===== src/pcs_pkg.sv =====
package pcs_pkg;
  // register bus geometry
  localparam int AXI_ADDR_W = 12;
  localparam int AXI_DATA_W = 32;
  localparam int REG_W = 16;
  localparam int IDX_W = 10;
  typedef logic [IDX_W-1:0] pcs_idx_t;
  // printed offsets are register indices; byte address is four times the index
  localparam pcs_idx_t IDX_PLL_RATIO = 10'h032;
  localparam pcs_idx_t IDX_TOP_CLOCK = 10'h034;
  localparam pcs_idx_t IDX_ANALOG_STATUS = 10'h036;
  localparam pcs_idx_t IDX_IRQ_STATUS = 10'h040;
  localparam pcs_idx_t IDX_IRQ_MASK = 10'h041;
  // pll ratio layout
  localparam int RATIO_INT_HI = 15;
  localparam int RATIO_INT_LO = 11;
  localparam int RATIO_FRAC_HI = 10;
  localparam int RATIO_FRAC_LO = 0;
  localparam int INT_W = RATIO_INT_HI - RATIO_INT_LO + 1;
  localparam int FRAC_W = RATIO_FRAC_HI - RATIO_FRAC_LO + 1;
  localparam int OUT_CYC_W = INT_W + 1;
  localparam logic [REG_W-1:0] RATIO_RESET = 16'h5000;
  localparam logic [REG_W-1:0] RATIO_RW_MASK = 16'hFFFF;
  // top clock layout
  localparam int TOP_OSC_BIT = 11;
  localparam int TOP_HALVE_BIT = 3;
  localparam logic [REG_W-1:0] TOP_RESET = 16'h0000;
  localparam logic [REG_W-1:0] TOP_RW_MASK = 16'h0FFF;
  // analog status layout
  localparam int STATUS_LOCK_BIT = 4;
  // interrupt status and mask layout
  localparam int IRQ_LOCK_GAIN = 0;
  localparam int IRQ_LOCK_LOSS = 1;
  localparam int IRQ_LATE_WRITE = 2;
  localparam int IRQ_W = 3;
  localparam logic [IRQ_W-1:0] IRQ_RW_MASK = 3'h7;
  // axi responses
  localparam logic [1:0] RESP_OKAY = 2'h0;
  localparam logic [1:0] RESP_SLVERR = 2'h2;
  // timing
  localparam int CLK_PERIOD_NS = 20;
  localparam int INT_OSC_PERIOD_NS = 1000;
  localparam int INT_OSC_CYCLES = (INT_OSC_PERIOD_NS + CLK_PERIOD_NS - 1) / CLK_PERIOD_NS;
  localparam int OSC_CNT_W = 7;
  localparam int LOCK_REF_TICKS = 64;
  localparam int LOCK_CNT_W = 7;
  localparam int SYNC_W = 3;
endpackage : pcs_pkg


===== src/pcs_pll_if.sv =====
`timescale 1ns/100ps
interface pcs_pll_if;
  logic ref_tick;
  logic power_on;
  logic [pcs_pkg::REG_W-1:0] ratio;
  logic locked;
  logic [pcs_pkg::OUT_CYC_W-1:0] out_cycles;
  modport core (
    input ref_tick,
    input power_on,
    input ratio,
    output locked,
    output out_cycles
  );
  modport ctrl (
    output ref_tick,
    output power_on,
    output ratio,
    input locked,
    input out_cycles
  );
endinterface : pcs_pll_if


===== src/pcs_pll_core.sv =====
`timescale 1ns/100ps
module pcs_pll_core #(
  parameter int LOCK_TICKS = pcs_pkg::LOCK_REF_TICKS // reference ticks until lock
) (
  input wire logic i_clk_sys, // system clock
  input wire logic i_rst_n, // async reset, active low
  pcs_pll_if.core pll // reference tick, ratio, lock and output count
);
  import pcs_pkg::*;

  typedef struct packed {
    logic [FRAC_W-1:0] phase;
    logic [LOCK_CNT_W-1:0] lock_cnt;
    logic locked;
    logic [OUT_CYC_W-1:0] out_cycles;
  } pcs_core_s;

  pcs_core_s st;
  pcs_core_s next_st;
  logic [FRAC_W:0] phase_sum;

  assign phase_sum = {1'b0, st.phase} + {1'b0, pll.ratio[RATIO_FRAC_HI:RATIO_FRAC_LO]};

  always_comb
  begin
    next_st = st;
    next_st.out_cycles = '0;
    if (!pll.power_on)
    begin
      next_st.phase = '0;
      next_st.lock_cnt = '0;
      next_st.locked = 1'b0;
    end
    else if (pll.ref_tick)
    begin
      // fraction accumulates in units of 1/2048
      next_st.phase = phase_sum[FRAC_W-1:0];
      next_st.out_cycles = {1'b0, pll.ratio[RATIO_INT_HI:RATIO_INT_LO]} + {{INT_W{1'b0}}, phase_sum[FRAC_W]};
      if (!st.locked)
      begin
        if (st.lock_cnt == LOCK_CNT_W'(LOCK_TICKS - 1))
        begin
          next_st.locked = 1'b1;
        end
        else
        begin
          next_st.lock_cnt = st.lock_cnt + 1'b1;
        end
      end
    end
  end

  always_ff @(posedge i_clk_sys or negedge i_rst_n)
  begin
    if (!i_rst_n)
    begin
      st <= '0;
    end
    else
    begin
      st <= next_st;
    end
  end

  assign pll.locked = st.locked;
  assign pll.out_cycles = st.out_cycles;
endmodule : pcs_pll_core


===== src/pcs_pll_clock_setup.sv =====
`timescale 1ns/100ps
module pcs_pll_clock_setup #(
  parameter int LOCK_TICKS = pcs_pkg::LOCK_REF_TICKS, // reference ticks until lock
  parameter int OSC_CYCLES = pcs_pkg::INT_OSC_CYCLES // internal oscillator period in cycles
) (
  input wire logic i_clk_sys, // system clock, 50 MHz
  input wire logic i_rst_n, // async reset, active low
  input wire logic [pcs_pkg::AXI_ADDR_W-1:0] i_awaddr, // write address
  input wire logic i_awvalid, // write address valid
  output logic o_awready, // write address ready
  input wire logic [pcs_pkg::AXI_DATA_W-1:0] i_wdata, // write data
  input wire logic [3:0] i_wstrb, // write byte strobes
  input wire logic i_wvalid, // write data valid
  output logic o_wready, // write data ready
  output logic [1:0] o_bresp, // write response
  output logic o_bvalid, // write response valid
  input wire logic i_bready, // write response ready
  input wire logic [pcs_pkg::AXI_ADDR_W-1:0] i_araddr, // read address
  input wire logic i_arvalid, // read address valid
  output logic o_arready, // read address ready
  output logic [pcs_pkg::AXI_DATA_W-1:0] o_rdata, // read data
  output logic [1:0] o_rresp, // read response
  output logic o_rvalid, // read data valid
  input wire logic i_rready, // read data ready
  input wire logic i_system_master_clock, // master clock pin
  input wire logic i_serial_audio_clk, // serial audio bit clock pin
  input wire logic i_pll_power_on, // pll power control, same clock domain
  output logic o_internal_osc_on, // internal oscillator running
  output logic o_master_clock_halve, // halving stage in effect
  output logic o_pll_reference_tick, // one pulse per pll reference cycle
  output logic [pcs_pkg::OUT_CYC_W-1:0] o_pll_out_cycles, // output cycles for last reference tick while powered, valid one cycle after it, else zero
  output logic o_pll_lock_flag, // pll locked
  output logic o_analog_clk_tick, // clock tick for zero-cross, short recovery, charge pump
  output logic o_irq // interrupt, active high level
);
  import pcs_pkg::*;

  localparam int OSC_WAIT = OSC_CYCLES + 1;

  typedef struct packed {
    logic [SYNC_W-1:0] mclk_sync;
    logic [SYNC_W-1:0] sclk_sync;
    logic halve_phase;
    logic ref_tick;
    logic [OSC_CNT_W-1:0] osc_cnt;
    logic analog_tick;
    logic [REG_W-1:0] pll_ratio;
    logic [REG_W-1:0] top_ctrl;
    logic [IRQ_W-1:0] irq_status;
    logic [IRQ_W-1:0] irq_mask;
    logic lock_prev;
    logic aw_held;
    logic [AXI_ADDR_W-1:0] aw_addr;
    logic w_held;
    logic [AXI_DATA_W-1:0] w_data;
    logic [3:0] w_strb;
    logic bvalid;
    logic [1:0] bresp;
    logic rvalid;
    logic [1:0] rresp;
    logic [AXI_DATA_W-1:0] rdata;
  } pcs_state_s;

  pcs_state_s st;
  pcs_state_s next_st;

  logic mclk_edge;
  logic sclk_edge;
  logic halve_eff;
  logic do_write;
  logic rd_take;
  pcs_idx_t wr_idx;
  pcs_idx_t rd_idx;
  logic late_write;
  logic lock_gain;
  logic lock_loss;
  logic [IRQ_W-1:0] irq_events;
  logic [IRQ_W-1:0] irq_clear;

  pcs_pll_if pll ();

  function automatic pcs_idx_t reg_index(input logic [AXI_ADDR_W-1:0] addr);
    reg_index = addr[AXI_ADDR_W-1:2];
  endfunction : reg_index

  // registers are 16 bits wide, so only the two low byte lanes matter
  function automatic logic [REG_W-1:0] apply_strb(
    input logic [REG_W-1:0] old_val,
    input logic [REG_W-1:0] new_val,
    input logic [1:0] strb,
    input logic [REG_W-1:0] rw_mask
  );
    logic [REG_W-1:0] lane;
    lane = {{8{strb[1]}}, {8{strb[0]}}} & rw_mask;
    apply_strb = (old_val & ~lane) | (new_val & lane);
  endfunction : apply_strb

  // only the second synchroniser stage and its delayed copy feed edge detection
  assign mclk_edge = st.mclk_sync[1] & ~st.mclk_sync[2];
  assign sclk_edge = st.sclk_sync[1] & ~st.sclk_sync[2];
  // halving only takes effect with the pll powered
  assign halve_eff = st.top_ctrl[TOP_HALVE_BIT] & i_pll_power_on;
  assign do_write = st.aw_held & st.w_held & ~st.bvalid;
  assign rd_take = i_arvalid & ~st.rvalid;
  assign wr_idx = reg_index(st.aw_addr);
  assign rd_idx = reg_index(i_araddr);
  // a ratio write after power-on is flagged to software
  assign late_write = do_write && (wr_idx == IDX_PLL_RATIO) && i_pll_power_on;
  assign lock_gain = pll.locked & ~st.lock_prev;
  assign lock_loss = ~pll.locked & st.lock_prev;

  always_comb
  begin
    irq_events = '0;
    irq_events[IRQ_LOCK_GAIN] = lock_gain;
    irq_events[IRQ_LOCK_LOSS] = lock_loss;
    irq_events[IRQ_LATE_WRITE] = late_write;
  end

  assign irq_clear = (do_write && (wr_idx == IDX_IRQ_STATUS) && st.w_strb[0]) ? st.w_data[IRQ_W-1:0] : '0;

  always_comb
  begin
    next_st = st;
    next_st.mclk_sync = {st.mclk_sync[SYNC_W-2:0], i_system_master_clock};
    next_st.sclk_sync = {st.sclk_sync[SYNC_W-2:0], i_serial_audio_clk};

    // reference follows each master clock edge, or every second one
    // halving stage selected by the top clock register
    next_st.ref_tick = 1'b0;
    if (mclk_edge)
    begin
      if (halve_eff)
      begin
        next_st.halve_phase = ~st.halve_phase;
        next_st.ref_tick = st.halve_phase;
      end
      else
      begin
        next_st.halve_phase = 1'b0;
        next_st.ref_tick = 1'b1;
      end
    end

    // internal oscillator built from a divider of the system clock
    // with the oscillator on, analog tick keeps running whether or not the serial clock moves; off, it follows serial clock edges
    next_st.analog_tick = 1'b0;
    if (st.top_ctrl[TOP_OSC_BIT])
    begin
      if (st.osc_cnt == OSC_CNT_W'(OSC_CYCLES - 1))
      begin
        next_st.osc_cnt = '0;
        next_st.analog_tick = 1'b1;
      end
      else
      begin
        next_st.osc_cnt = st.osc_cnt + 1'b1;
      end
    end
    else
    begin
      next_st.osc_cnt = '0;
      next_st.analog_tick = sclk_edge;
    end

    // write channel: address and data taken in either order
    if (i_awvalid && !st.aw_held)
    begin
      next_st.aw_held = 1'b1;
      next_st.aw_addr = i_awaddr;
    end
    if (i_wvalid && !st.w_held)
    begin
      next_st.w_held = 1'b1;
      next_st.w_data = i_wdata;
      next_st.w_strb = i_wstrb;
    end
    if (st.bvalid && i_bready)
    begin
      next_st.bvalid = 1'b0;
    end
    if (do_write)
    begin
      next_st.aw_held = 1'b0;
      next_st.w_held = 1'b0;
      next_st.bvalid = 1'b1;
      next_st.bresp = RESP_OKAY;
      case (wr_idx)
        IDX_PLL_RATIO:
        begin
          // integer part in the upper five bits
          next_st.pll_ratio = apply_strb(st.pll_ratio, st.w_data[REG_W-1:0], st.w_strb[1:0], RATIO_RW_MASK);
        end
        IDX_TOP_CLOCK:
        begin
          next_st.top_ctrl = apply_strb(st.top_ctrl, st.w_data[REG_W-1:0], st.w_strb[1:0], TOP_RW_MASK);
        end
        IDX_IRQ_MASK:
        begin
          // only the low status-sized slice of the 16-bit lane merge is kept
          next_st.irq_mask = IRQ_W'(apply_strb({{(REG_W-IRQ_W){1'b0}}, st.irq_mask}, st.w_data[REG_W-1:0],
                                               st.w_strb[1:0], {{(REG_W-IRQ_W){1'b0}}, IRQ_RW_MASK}));
        end
        IDX_ANALOG_STATUS, IDX_IRQ_STATUS:
        begin
          next_st.bresp = RESP_OKAY;
        end
        default:
        begin
          next_st.bresp = RESP_SLVERR;
        end
      endcase
    end

    // a new event beats a clear in the same cycle
    next_st.irq_status = (st.irq_status & ~irq_clear) | irq_events;
    next_st.lock_prev = pll.locked;

    // read channel
    if (st.rvalid && i_rready)
    begin
      next_st.rvalid = 1'b0;
    end
    if (rd_take)
    begin
      next_st.rvalid = 1'b1;
      next_st.rresp = RESP_OKAY;
      next_st.rdata = '0;
      case (rd_idx)
        IDX_PLL_RATIO:
        begin
          next_st.rdata[REG_W-1:0] = st.pll_ratio;
        end
        IDX_TOP_CLOCK:
        begin
          next_st.rdata[REG_W-1:0] = st.top_ctrl;
        end
        IDX_ANALOG_STATUS:
        begin
          // lock flag read live from the pll
          next_st.rdata[STATUS_LOCK_BIT] = pll.locked;
        end
        IDX_IRQ_STATUS:
        begin
          next_st.rdata[IRQ_W-1:0] = st.irq_status;
        end
        IDX_IRQ_MASK:
        begin
          next_st.rdata[IRQ_W-1:0] = st.irq_mask;
        end
        default:
        begin
          next_st.rresp = RESP_SLVERR;
        end
      endcase
    end
  end

  always_ff @(posedge i_clk_sys or negedge i_rst_n)
  begin
    if (!i_rst_n)
    begin
      st <= '0;
      st.pll_ratio <= RATIO_RESET;
      st.top_ctrl <= TOP_RESET;
    end
    else
    begin
      st <= next_st;
    end
  end

  assign pll.ref_tick = st.ref_tick;
  assign pll.power_on = i_pll_power_on;
  assign pll.ratio = st.pll_ratio;

  pcs_pll_core #(
    .LOCK_TICKS(LOCK_TICKS)
  ) u_core (
    .i_clk_sys(i_clk_sys),
    .i_rst_n(i_rst_n),
    .pll(pll.core)
  );

  assign o_awready = ~st.aw_held;
  assign o_wready = ~st.w_held;
  assign o_bvalid = st.bvalid;
  assign o_bresp = st.bresp;
  assign o_arready = ~st.rvalid;
  assign o_rvalid = st.rvalid;
  assign o_rresp = st.rresp;
  assign o_rdata = st.rdata;
  assign o_internal_osc_on = st.top_ctrl[TOP_OSC_BIT];
  assign o_master_clock_halve = halve_eff;
  assign o_pll_reference_tick = st.ref_tick;
  assign o_pll_out_cycles = pll.out_cycles;
  assign o_pll_lock_flag = pll.locked;
  assign o_analog_clk_tick = st.analog_tick;
  assign o_irq = |(st.irq_status & st.irq_mask);
endmodule : pcs_pll_clock_setup


===== config.mk =====
export PLATFORM = sky130hd
export DESIGN_NAME = pcs_pll_clock_setup
export DESIGN_NICKNAME = d
export VERILOG_FILES = /design/src/pcs_pkg.sv /design/src/pcs_pll_if.sv /design/src/pcs_pll_core.sv /design/src/pcs_pll_clock_setup.sv
export SDC_FILE = /design/constraint.sdc
export NUM_CORES = 1
export LEC_CHECK = 0
export BUFFER_PORTS_ARGS = -buffer_cell sky130_fd_sc_hd__buf_2
export CORE_MARGIN = 2
export CORE_UTILIZATION = 45
export CTS_CLUSTER_DIAMETER = 30
export DETAILED_ROUTE_END_ITERATION = 10
export GPL_TIMING_DRIVEN = 1
export HOLD_SLACK_MARGIN = 0.05
export MAX_ROUTING_LAYER = met4
export PLACE_DENSITY_LB_ADDON = 0.15
export SYNTH_ARGS = -nofsm -noshare
export SYNTH_HDL_FRONTEND = slang
export SYNTH_SLANG_ARGS = --single-unit

===== constraint.sdc =====
create_clock -name i_clk_sys -period 6.5 [get_ports i_clk_sys]
set_clock_uncertainty 0.05 [all_clocks]
set_input_delay 0.975 -clock i_clk_sys [delete_from_list [all_inputs] [get_ports i_clk_sys]]
set_output_delay 0.975 -clock i_clk_sys [all_outputs]
set_load 0.005 [all_outputs]

==> flow_summary.yaml, run 1 <==
outcome:
  status: "finished clean"
synthesis:
  synth_xor_area_frac: 0.01875
  synth-main-ff-cell: "dfrtp_1"
  syn_inst: 526
  yosys_warnings: 0
  yosys.area_share.adder: 0.03626
  synth.top_cells.by_count: "dfrtp_1 (124), mux2_2 (58), buf_4 (42)"
  synth_area_um2: 6073
  synth_top_family_by_area: "simple AND/OR/NAND/NOR gates"
  synth_edf_count: 0
  synthArstFlopShare: 1.000
  synth.top_cells.by_area: "dfrtp_1 (51%), mux2_2 (11%), buf_4 (5.2%)"
  avgSynthCellArea_um2: 11.55
  ys_types: 68
  synth_mux_area_frac: 0.1224
  yosys.area.top_type: "dfrtp_1"
  ys_seq_elements: 126
  yosys.area_share.simple: 0.1283
  synth_most_common_cell: "dfrtp_1"
  synth_compound_area_frac: 0.1038
  ys_seq_area_frac: 0.5196
  synth_top_area_frac: 0.5109
worst_hold_path:
  min_path_cells: 0
  hp-start: "next_st[141]"
  hold_end: "next_st[142]"
  hold_class: "flop to flop"
global_route:
  grt_max_degree: 82
  grt_antenna_before_repair: 0
  grt_pass1_wl_um: 20430
  grt_pass1_vias: 4055
  grt_overflow: 0
  grt_use_total: 0.1869
floorplanning:
  rows: 42
  fp.dieH_um: 120.2
  die_w_um: 120.2
  fp.dieArea_um2: 14440
  io_pins: 123
  core_area_um2: 13190
  start_util: 0.4604
sta:
  setup_slack_ns: 3.703
  finalHoldViolCount: 0
  finalSetupViolations: 0
  fmax_mhz: 357.5
  slew_headroom: 0.2855
  rsz0062_at_grt: "false"
  min_period_ns: 2.797
  worst_pin_slew_ns: 1.069
  setup_tns_ns: 0
  finalCritPeriodShare: 0.4304
  maxSlewViolCount: 0
layout:
  drive_gt1_frac: 0.3106
  finalNetCount: 676
  area_delta_synth_final_pct: 16.63
  antennaDiodeCount: 0
  finalNonFillerCells: 778
  fill_cells: 1177
  final_design_area_no_fill_um2: 7083
job:
  max_cap_violations: 0
clock_network:
  cts_buffers: 17
  ctsHoldBuffers: 0
  clkTransAtPathRegs_ns: 0.05
  clk_latency_ns: 0.42
  cts_root_buffer: "clkbuf_16"
  cts_max_level: 4
  cts_num_sinks: 126
  clockBufferDepth: 2
  post_cts_buffers: 0
  post_cts_resized: 0
  cts_tree: "done"
worst_setup_path:
  reg2regPathDepth: 10
  critPathRequiredTime_ns: 5.47
  critPathMaxFanout: 31
  path_class: "input pin to output port"
  arrival_ns: 1.77
  r2r_end: "u_core.pll.out_cycles[4]"
  r2r_slack_ns: 3.99
  critPathLaunchType: "input pin"
  cp-end-kind: "output port"
routing:
  dr_total_vias: 4029
  postRouteAntennaNets: 0
  drt_iter0_drc: 188
  drtPass1Iterations: 4
  routed_wl_um: 12030
  routedWlPerCell_um: 15.47
  drt-vias-per-instance: 5.179
  drc: 0
pwr:
  cellLeakagePower_nw: 3.454
  p_per_area_nw_per_um2: 329.8
  p_total_w: 0.002336
  ir_drop_uv: 181.4
place:
  gp_congestion: 0.8384
  dp_cells: 746
  port_buffers: 82
  pre_cts_ws_ns: 3.259
  hpwl_um: 8189
  dpl-instance-area_um2: 6416
worst max-delay path, cell delays in order:
cell and delay [ns]:
buf_2 0.44, and2_1 0.24, buf_2 0.12
report_power, final:
part / leakage [nW] / switching (W) / total [W] / internal (W)
combinational: 1.49 / 0.000120 / 0.000271 / 0.000150
clock: 0.323 / 0.000348 / 0.00107 / 0.000717
sequential: 1.64 / 0.000101 / 0.00100 / 0.000899
total: 3.45 / 0.000569 / 0.00234 / 0.00177
per-stage QoR:
stage	hold slack (ns)	utilization
2_1_floorplan	0.2812	-
3_3_place_gp	0.2825	0.4864
3_5_place_dp	0.2991	0.4864
4_1_cts	0.3134	0.5370
5_1_grt	0.3254	0.5370
6_report	0.3140	0.5370
placed cells by master, fill, tap and decap left out, types with 3 or more instances in the layout:
cell / count
a21o_1: 6
a21oi_1: 10
a22oi_1: 8
a2bb2oi_1: 3
a31oi_1: 5
and2_1: 5
and3_1: 4
buf_2: 81
buf_4: 3
bufinv_16: 6
clkbuf_16: 17
clkinv_2: 4
conb_1: 18
dfrtp_1: 124
ha_1: 16
inv_1: 14
mux2_2: 58
mux2i_1: 9
nand2_1: 41
nand2b_1: 4
nand3_1: 10
nand4_1: 6
nand4b_1: 3
nor2_1: 26
nor2b_1: 14
nor3_1: 3
nor4_1: 3
o21a_1: 6
o21ai_0: 26
xnor2_1: 5
xor2_1: 8
layer usage:
metal / vias to the layer above / GRT usage / wire (um)
met5: - / - / 0
met4: 0 / 0.07500 / 193
met3: 17 / 0.05330 / 642
met2: 84 / 0.2898 / 5701
met1: 1988 / 0.2323 / 5497
li1: 1940 / - / -
worst max-delay path by stage:
| stage | start | to | slack, ns | cells after the start |
|---|---|---|---|---|
| finish | i_pll_power_on | o_master_clock_halve | 3.70 | 3 |
| global route | i_araddr[5] | o_rdata[8] | 3.54 | 5 |
| CTS | i_pll_power_on | o_master_clock_halve | 3.69 | 3 |
| detailed placement | i_araddr[5] | o_rdata[9] | 3.26 | 5 |
| global placement | i_araddr[5] | o_rdata[9] | 3.28 | 5 |
| floorplan | i_pll_power_on | o_master_clock_halve | 4.09 | 2 |
cell type report:
cell class | count | area (um2) | share of cell area
Multi-Input combinational cell | 346 | 2560 | 0.3614
Timing Repair Buffer | 84 | 427.9 | 0.06041
Tap cell | 176 | 220.2 | 0.03109
Clock inverter | 15 | 241.5 | 0.03409
Inverter | 14 | 52.55 | 0.007419
Sequential cell | 126 | 3156 | 0.4455
Clock buffer | 17 | 425.4 | 0.06006
logic make-up (layout without fill, tap and decap cells):
group,Yosys count,count (layout)
AND/OR/NAND/NOR,140,140
flip-flops,126,126
AO/OA/AOI/OAI,91,91
buffers and inverters,71,130
multiplexers,67,67
adder cells (fa/ha/maj),17,17
XOR/XNOR,13,13
other,1,18
Note: power is estimated with default switching activity, not from simulation.
==> run 2, diff against run 1 <==
ABC_AREA = 1   (was not set)
clock period = 2.47 ns   (was 6.5 ns; I/O delays follow)
==> flow_summary.yaml, run 2 <==
synthesis:
  ys_seq_area_frac: 0.4906
  synth_top_area_frac: 0.4824
  ys_types: 44
  syn_inst: 761
  synth_edf_count: 0
  synth.top_cells.by_area: "dfrtp_1 (48%), nand2_1 (11%), buf_4 (5.3%)"
  yosys.area.top_type: "dfrtp_1"
  ys_seq_elements: 126
  synth_area_um2: 6432
  synth_most_common_cell: "nand2_1"
  synth-main-ff-cell: "dfrtp_1"
  synth.top_cells.by_count: "nand2_1 (189), dfrtp_1 (124), inv_1 (90)"
  avgSynthCellArea_um2: 8.453
  yosys_warnings: 0
  synthArstFlopShare: 1.000
worst_setup_path:
  critPathLaunchType: "flop"
  r2r_slack_ns: 0.25
  path_class: "flop to flop"
  reg2regPathDepth: 12
  critPathRequiredTime_ns: 2.74
  arrival_ns: 2.49
  r2r_end: "u_core.pll.out_cycles[4]"
  cp-end-kind: "flop"
  critPathMaxFanout: 5
global_route:
  grt.met1_usage: 0.2703
  top_usage_layer: "met2"
  grt_use_total: 0.2094
  grt_util_met2: 0.3269
  grt_overflow: 0
  grt_pass1_wl_um: 23690
  grt_max_degree: 53
  grt_use_met3: 0.04382
  grt_antenna_before_repair: 0
  grt_pass1_vias: 4932
job:
  max_cap_violations: 0
floorplanning:
  rows: 43
  start_util: 0.4616
  fp.dieH_um: 123.6
  io_pins: 123
  die_w_um: 123.6
  fp.dieArea_um2: 15270
  core_area_um2: 13930
worst_hold_path:
  hold_class: "input pin to flop"
  hp-start: "i_bready"
  hold_end: "o_bvalid"
  min_path_cells: 2
place:
  gp_congestion: 0.8900
  hpwl_um: 10190
  port_buffers: 82
clock_network:
  cts_num_sinks: 126
  cts_buffers: 17
  cts_root_buffer: "clkbuf_16"
  cts_max_level: 4
  clk_latency_ns: 0.41
  post_cts_buffers: 0
  clkTransAtPathRegs_ns: 0.05
  cts_tree: "done"
  clockBufferDepth: 2
layout:
  drive_gt1_frac: 0.1955
  area_delta_synth_final_pct: 14.67
  antennaDiodeCount: 0
  ff_latch_area_um2: 3156
  final_common_cell: "nand2_1"
  mostFrequentLayoutCells: "nand2_1 (189), dfrtp_1 (124), inv_1 (90)"
  finalNetCount: 918
  multiInputGateArea_um2: 2581
  fill_cells: 1279
pwr:
  p_total_w: 0.005793
  p_per_area_nw_per_um2: 785.3
  ir_drop_uv: 564.5
  cellLeakagePower_nw: 4.032
sta:
  min_period_ns: 2.219
  finalCritPeriodShare: 0.8985
  worst_pin_slew_ns: 0.6654
  slew_headroom: 0.5564
  fmax_mhz: 450.6
  finalHoldViolCount: 0
  maxSlewViolCount: 0
  rsz0062_at_grt: "false"
  finalSetupViolations: 0
  setup_tns_ns: 0
routing:
  dr_total_vias: 5004
  drt-vias-per-instance: 4.887
  drtPass1Iterations: 7
  drc: 0
  postRouteAntennaNets: 0
  routed_wl_um: 14110
  drt_iter0_drc: 271
  routedWlPerCell_um: 13.77
outcome:
  status: "finished clean"
[run 2: kinds of logic (layout without fill, tap and decap cells)]
logic type                 Yosys count  in the layout  synth area share
AOI/OAI and AO/OA                  100            100           0.08870
other                                1             18         0.0005830
xor gates and xnor gates             4              4          0.005447
DFF                                126            126            0.4906
adders and majority gates           17             17           0.03423
muxes                               10             10           0.01751
and+or+nand+nor                    352            352            0.2445
buffers and inverters              151            217            0.1185
[run 2: cell type report]
type / instances / area share
Clock inverter: 11 / 0.01238
Tap cell: 180 / 0.03053
Multi-Input combinational cell: 501 / 0.3500
Clock buffer: 21 / 0.06378
Sequential cell: 126 / 0.4278
Inverter: 91 / 0.04631
Timing Repair Buffer: 94 / 0.06921
[run 2: timing repair]
item / in CTS / in global routing
setup endpoints to repair: 0 / 2
hold endpoints to repair: 48 / 0
resized for setup: 0 / 1
hold buffers: 3 / 0
[run 2: where the power goes]
| group | switching [W] | internal [W] | leakage, nW |
|---|---|---|---|
| Clock | 0.000891 | 0.00145 | 0.274 |
| Sequential | 0.000203 | 0.00235 | 1.63 |
| Combinational | 0.000579 | 0.000313 | 2.13 |
| Total | 0.00167 | 0.00412 | 4.03 |
[run 2: worst max path at each step]
stage / from / endpoint / slack, ns
final: flop / u_core.pll.out_cycles[4] / 0.25
after global placement: flop / u_core.pll.out_cycles[4] / 0.26
after floorplan: flop / u_core.pll.out_cycles[4] / 0.50
after detailed placement: flop / u_core.pll.out_cycles[4] / 0.23
after CTS: flop / u_core.pll.out_cycles[4] / 0.22
after global routing: flop / u_core.pll.out_cycles[3] / 0.01
[run 2: per-layer routing]
layer | part of all wire | wire length [um]
met1 | 0.48 | 6791
met2 | 0.46 | 6467
met3 | 0.044 | 620
met4 | 0.016 | 225
met5 | 0 | 0
[run 2: stage by stage]
stage	hold slack, ns	utilization	cell area (um2)	instances	setup WS (ns)
global placement	0.2894	0.4867	6782	989	0.2610
detailed placement	0.2889	0.4867	6782	989	0.2324
CTS	0.09330	0.5291	7373	1024	0.2155
finish	0.1013	0.5293	7376	1024	0.2506
global route	0.09361	0.5293	7376	1024	0.01461
floorplan	0.02491	-	6496	778	0.4969
[run 2: worst max-delay path: stages (launching register included)]
cell and delay (ns):
dfrtp_1 0.40, ha_1 0.36, a21oi_1 0.26, nor2_1 0.07, nor2_1 0.08, nand2_1 0.09
nand2_1 0.07, o211ai_1 0.12, ha_1 0.22, nand3_1 0.08, inv_1 0.06, nand3_1 0.08
nor3b_1 0.19
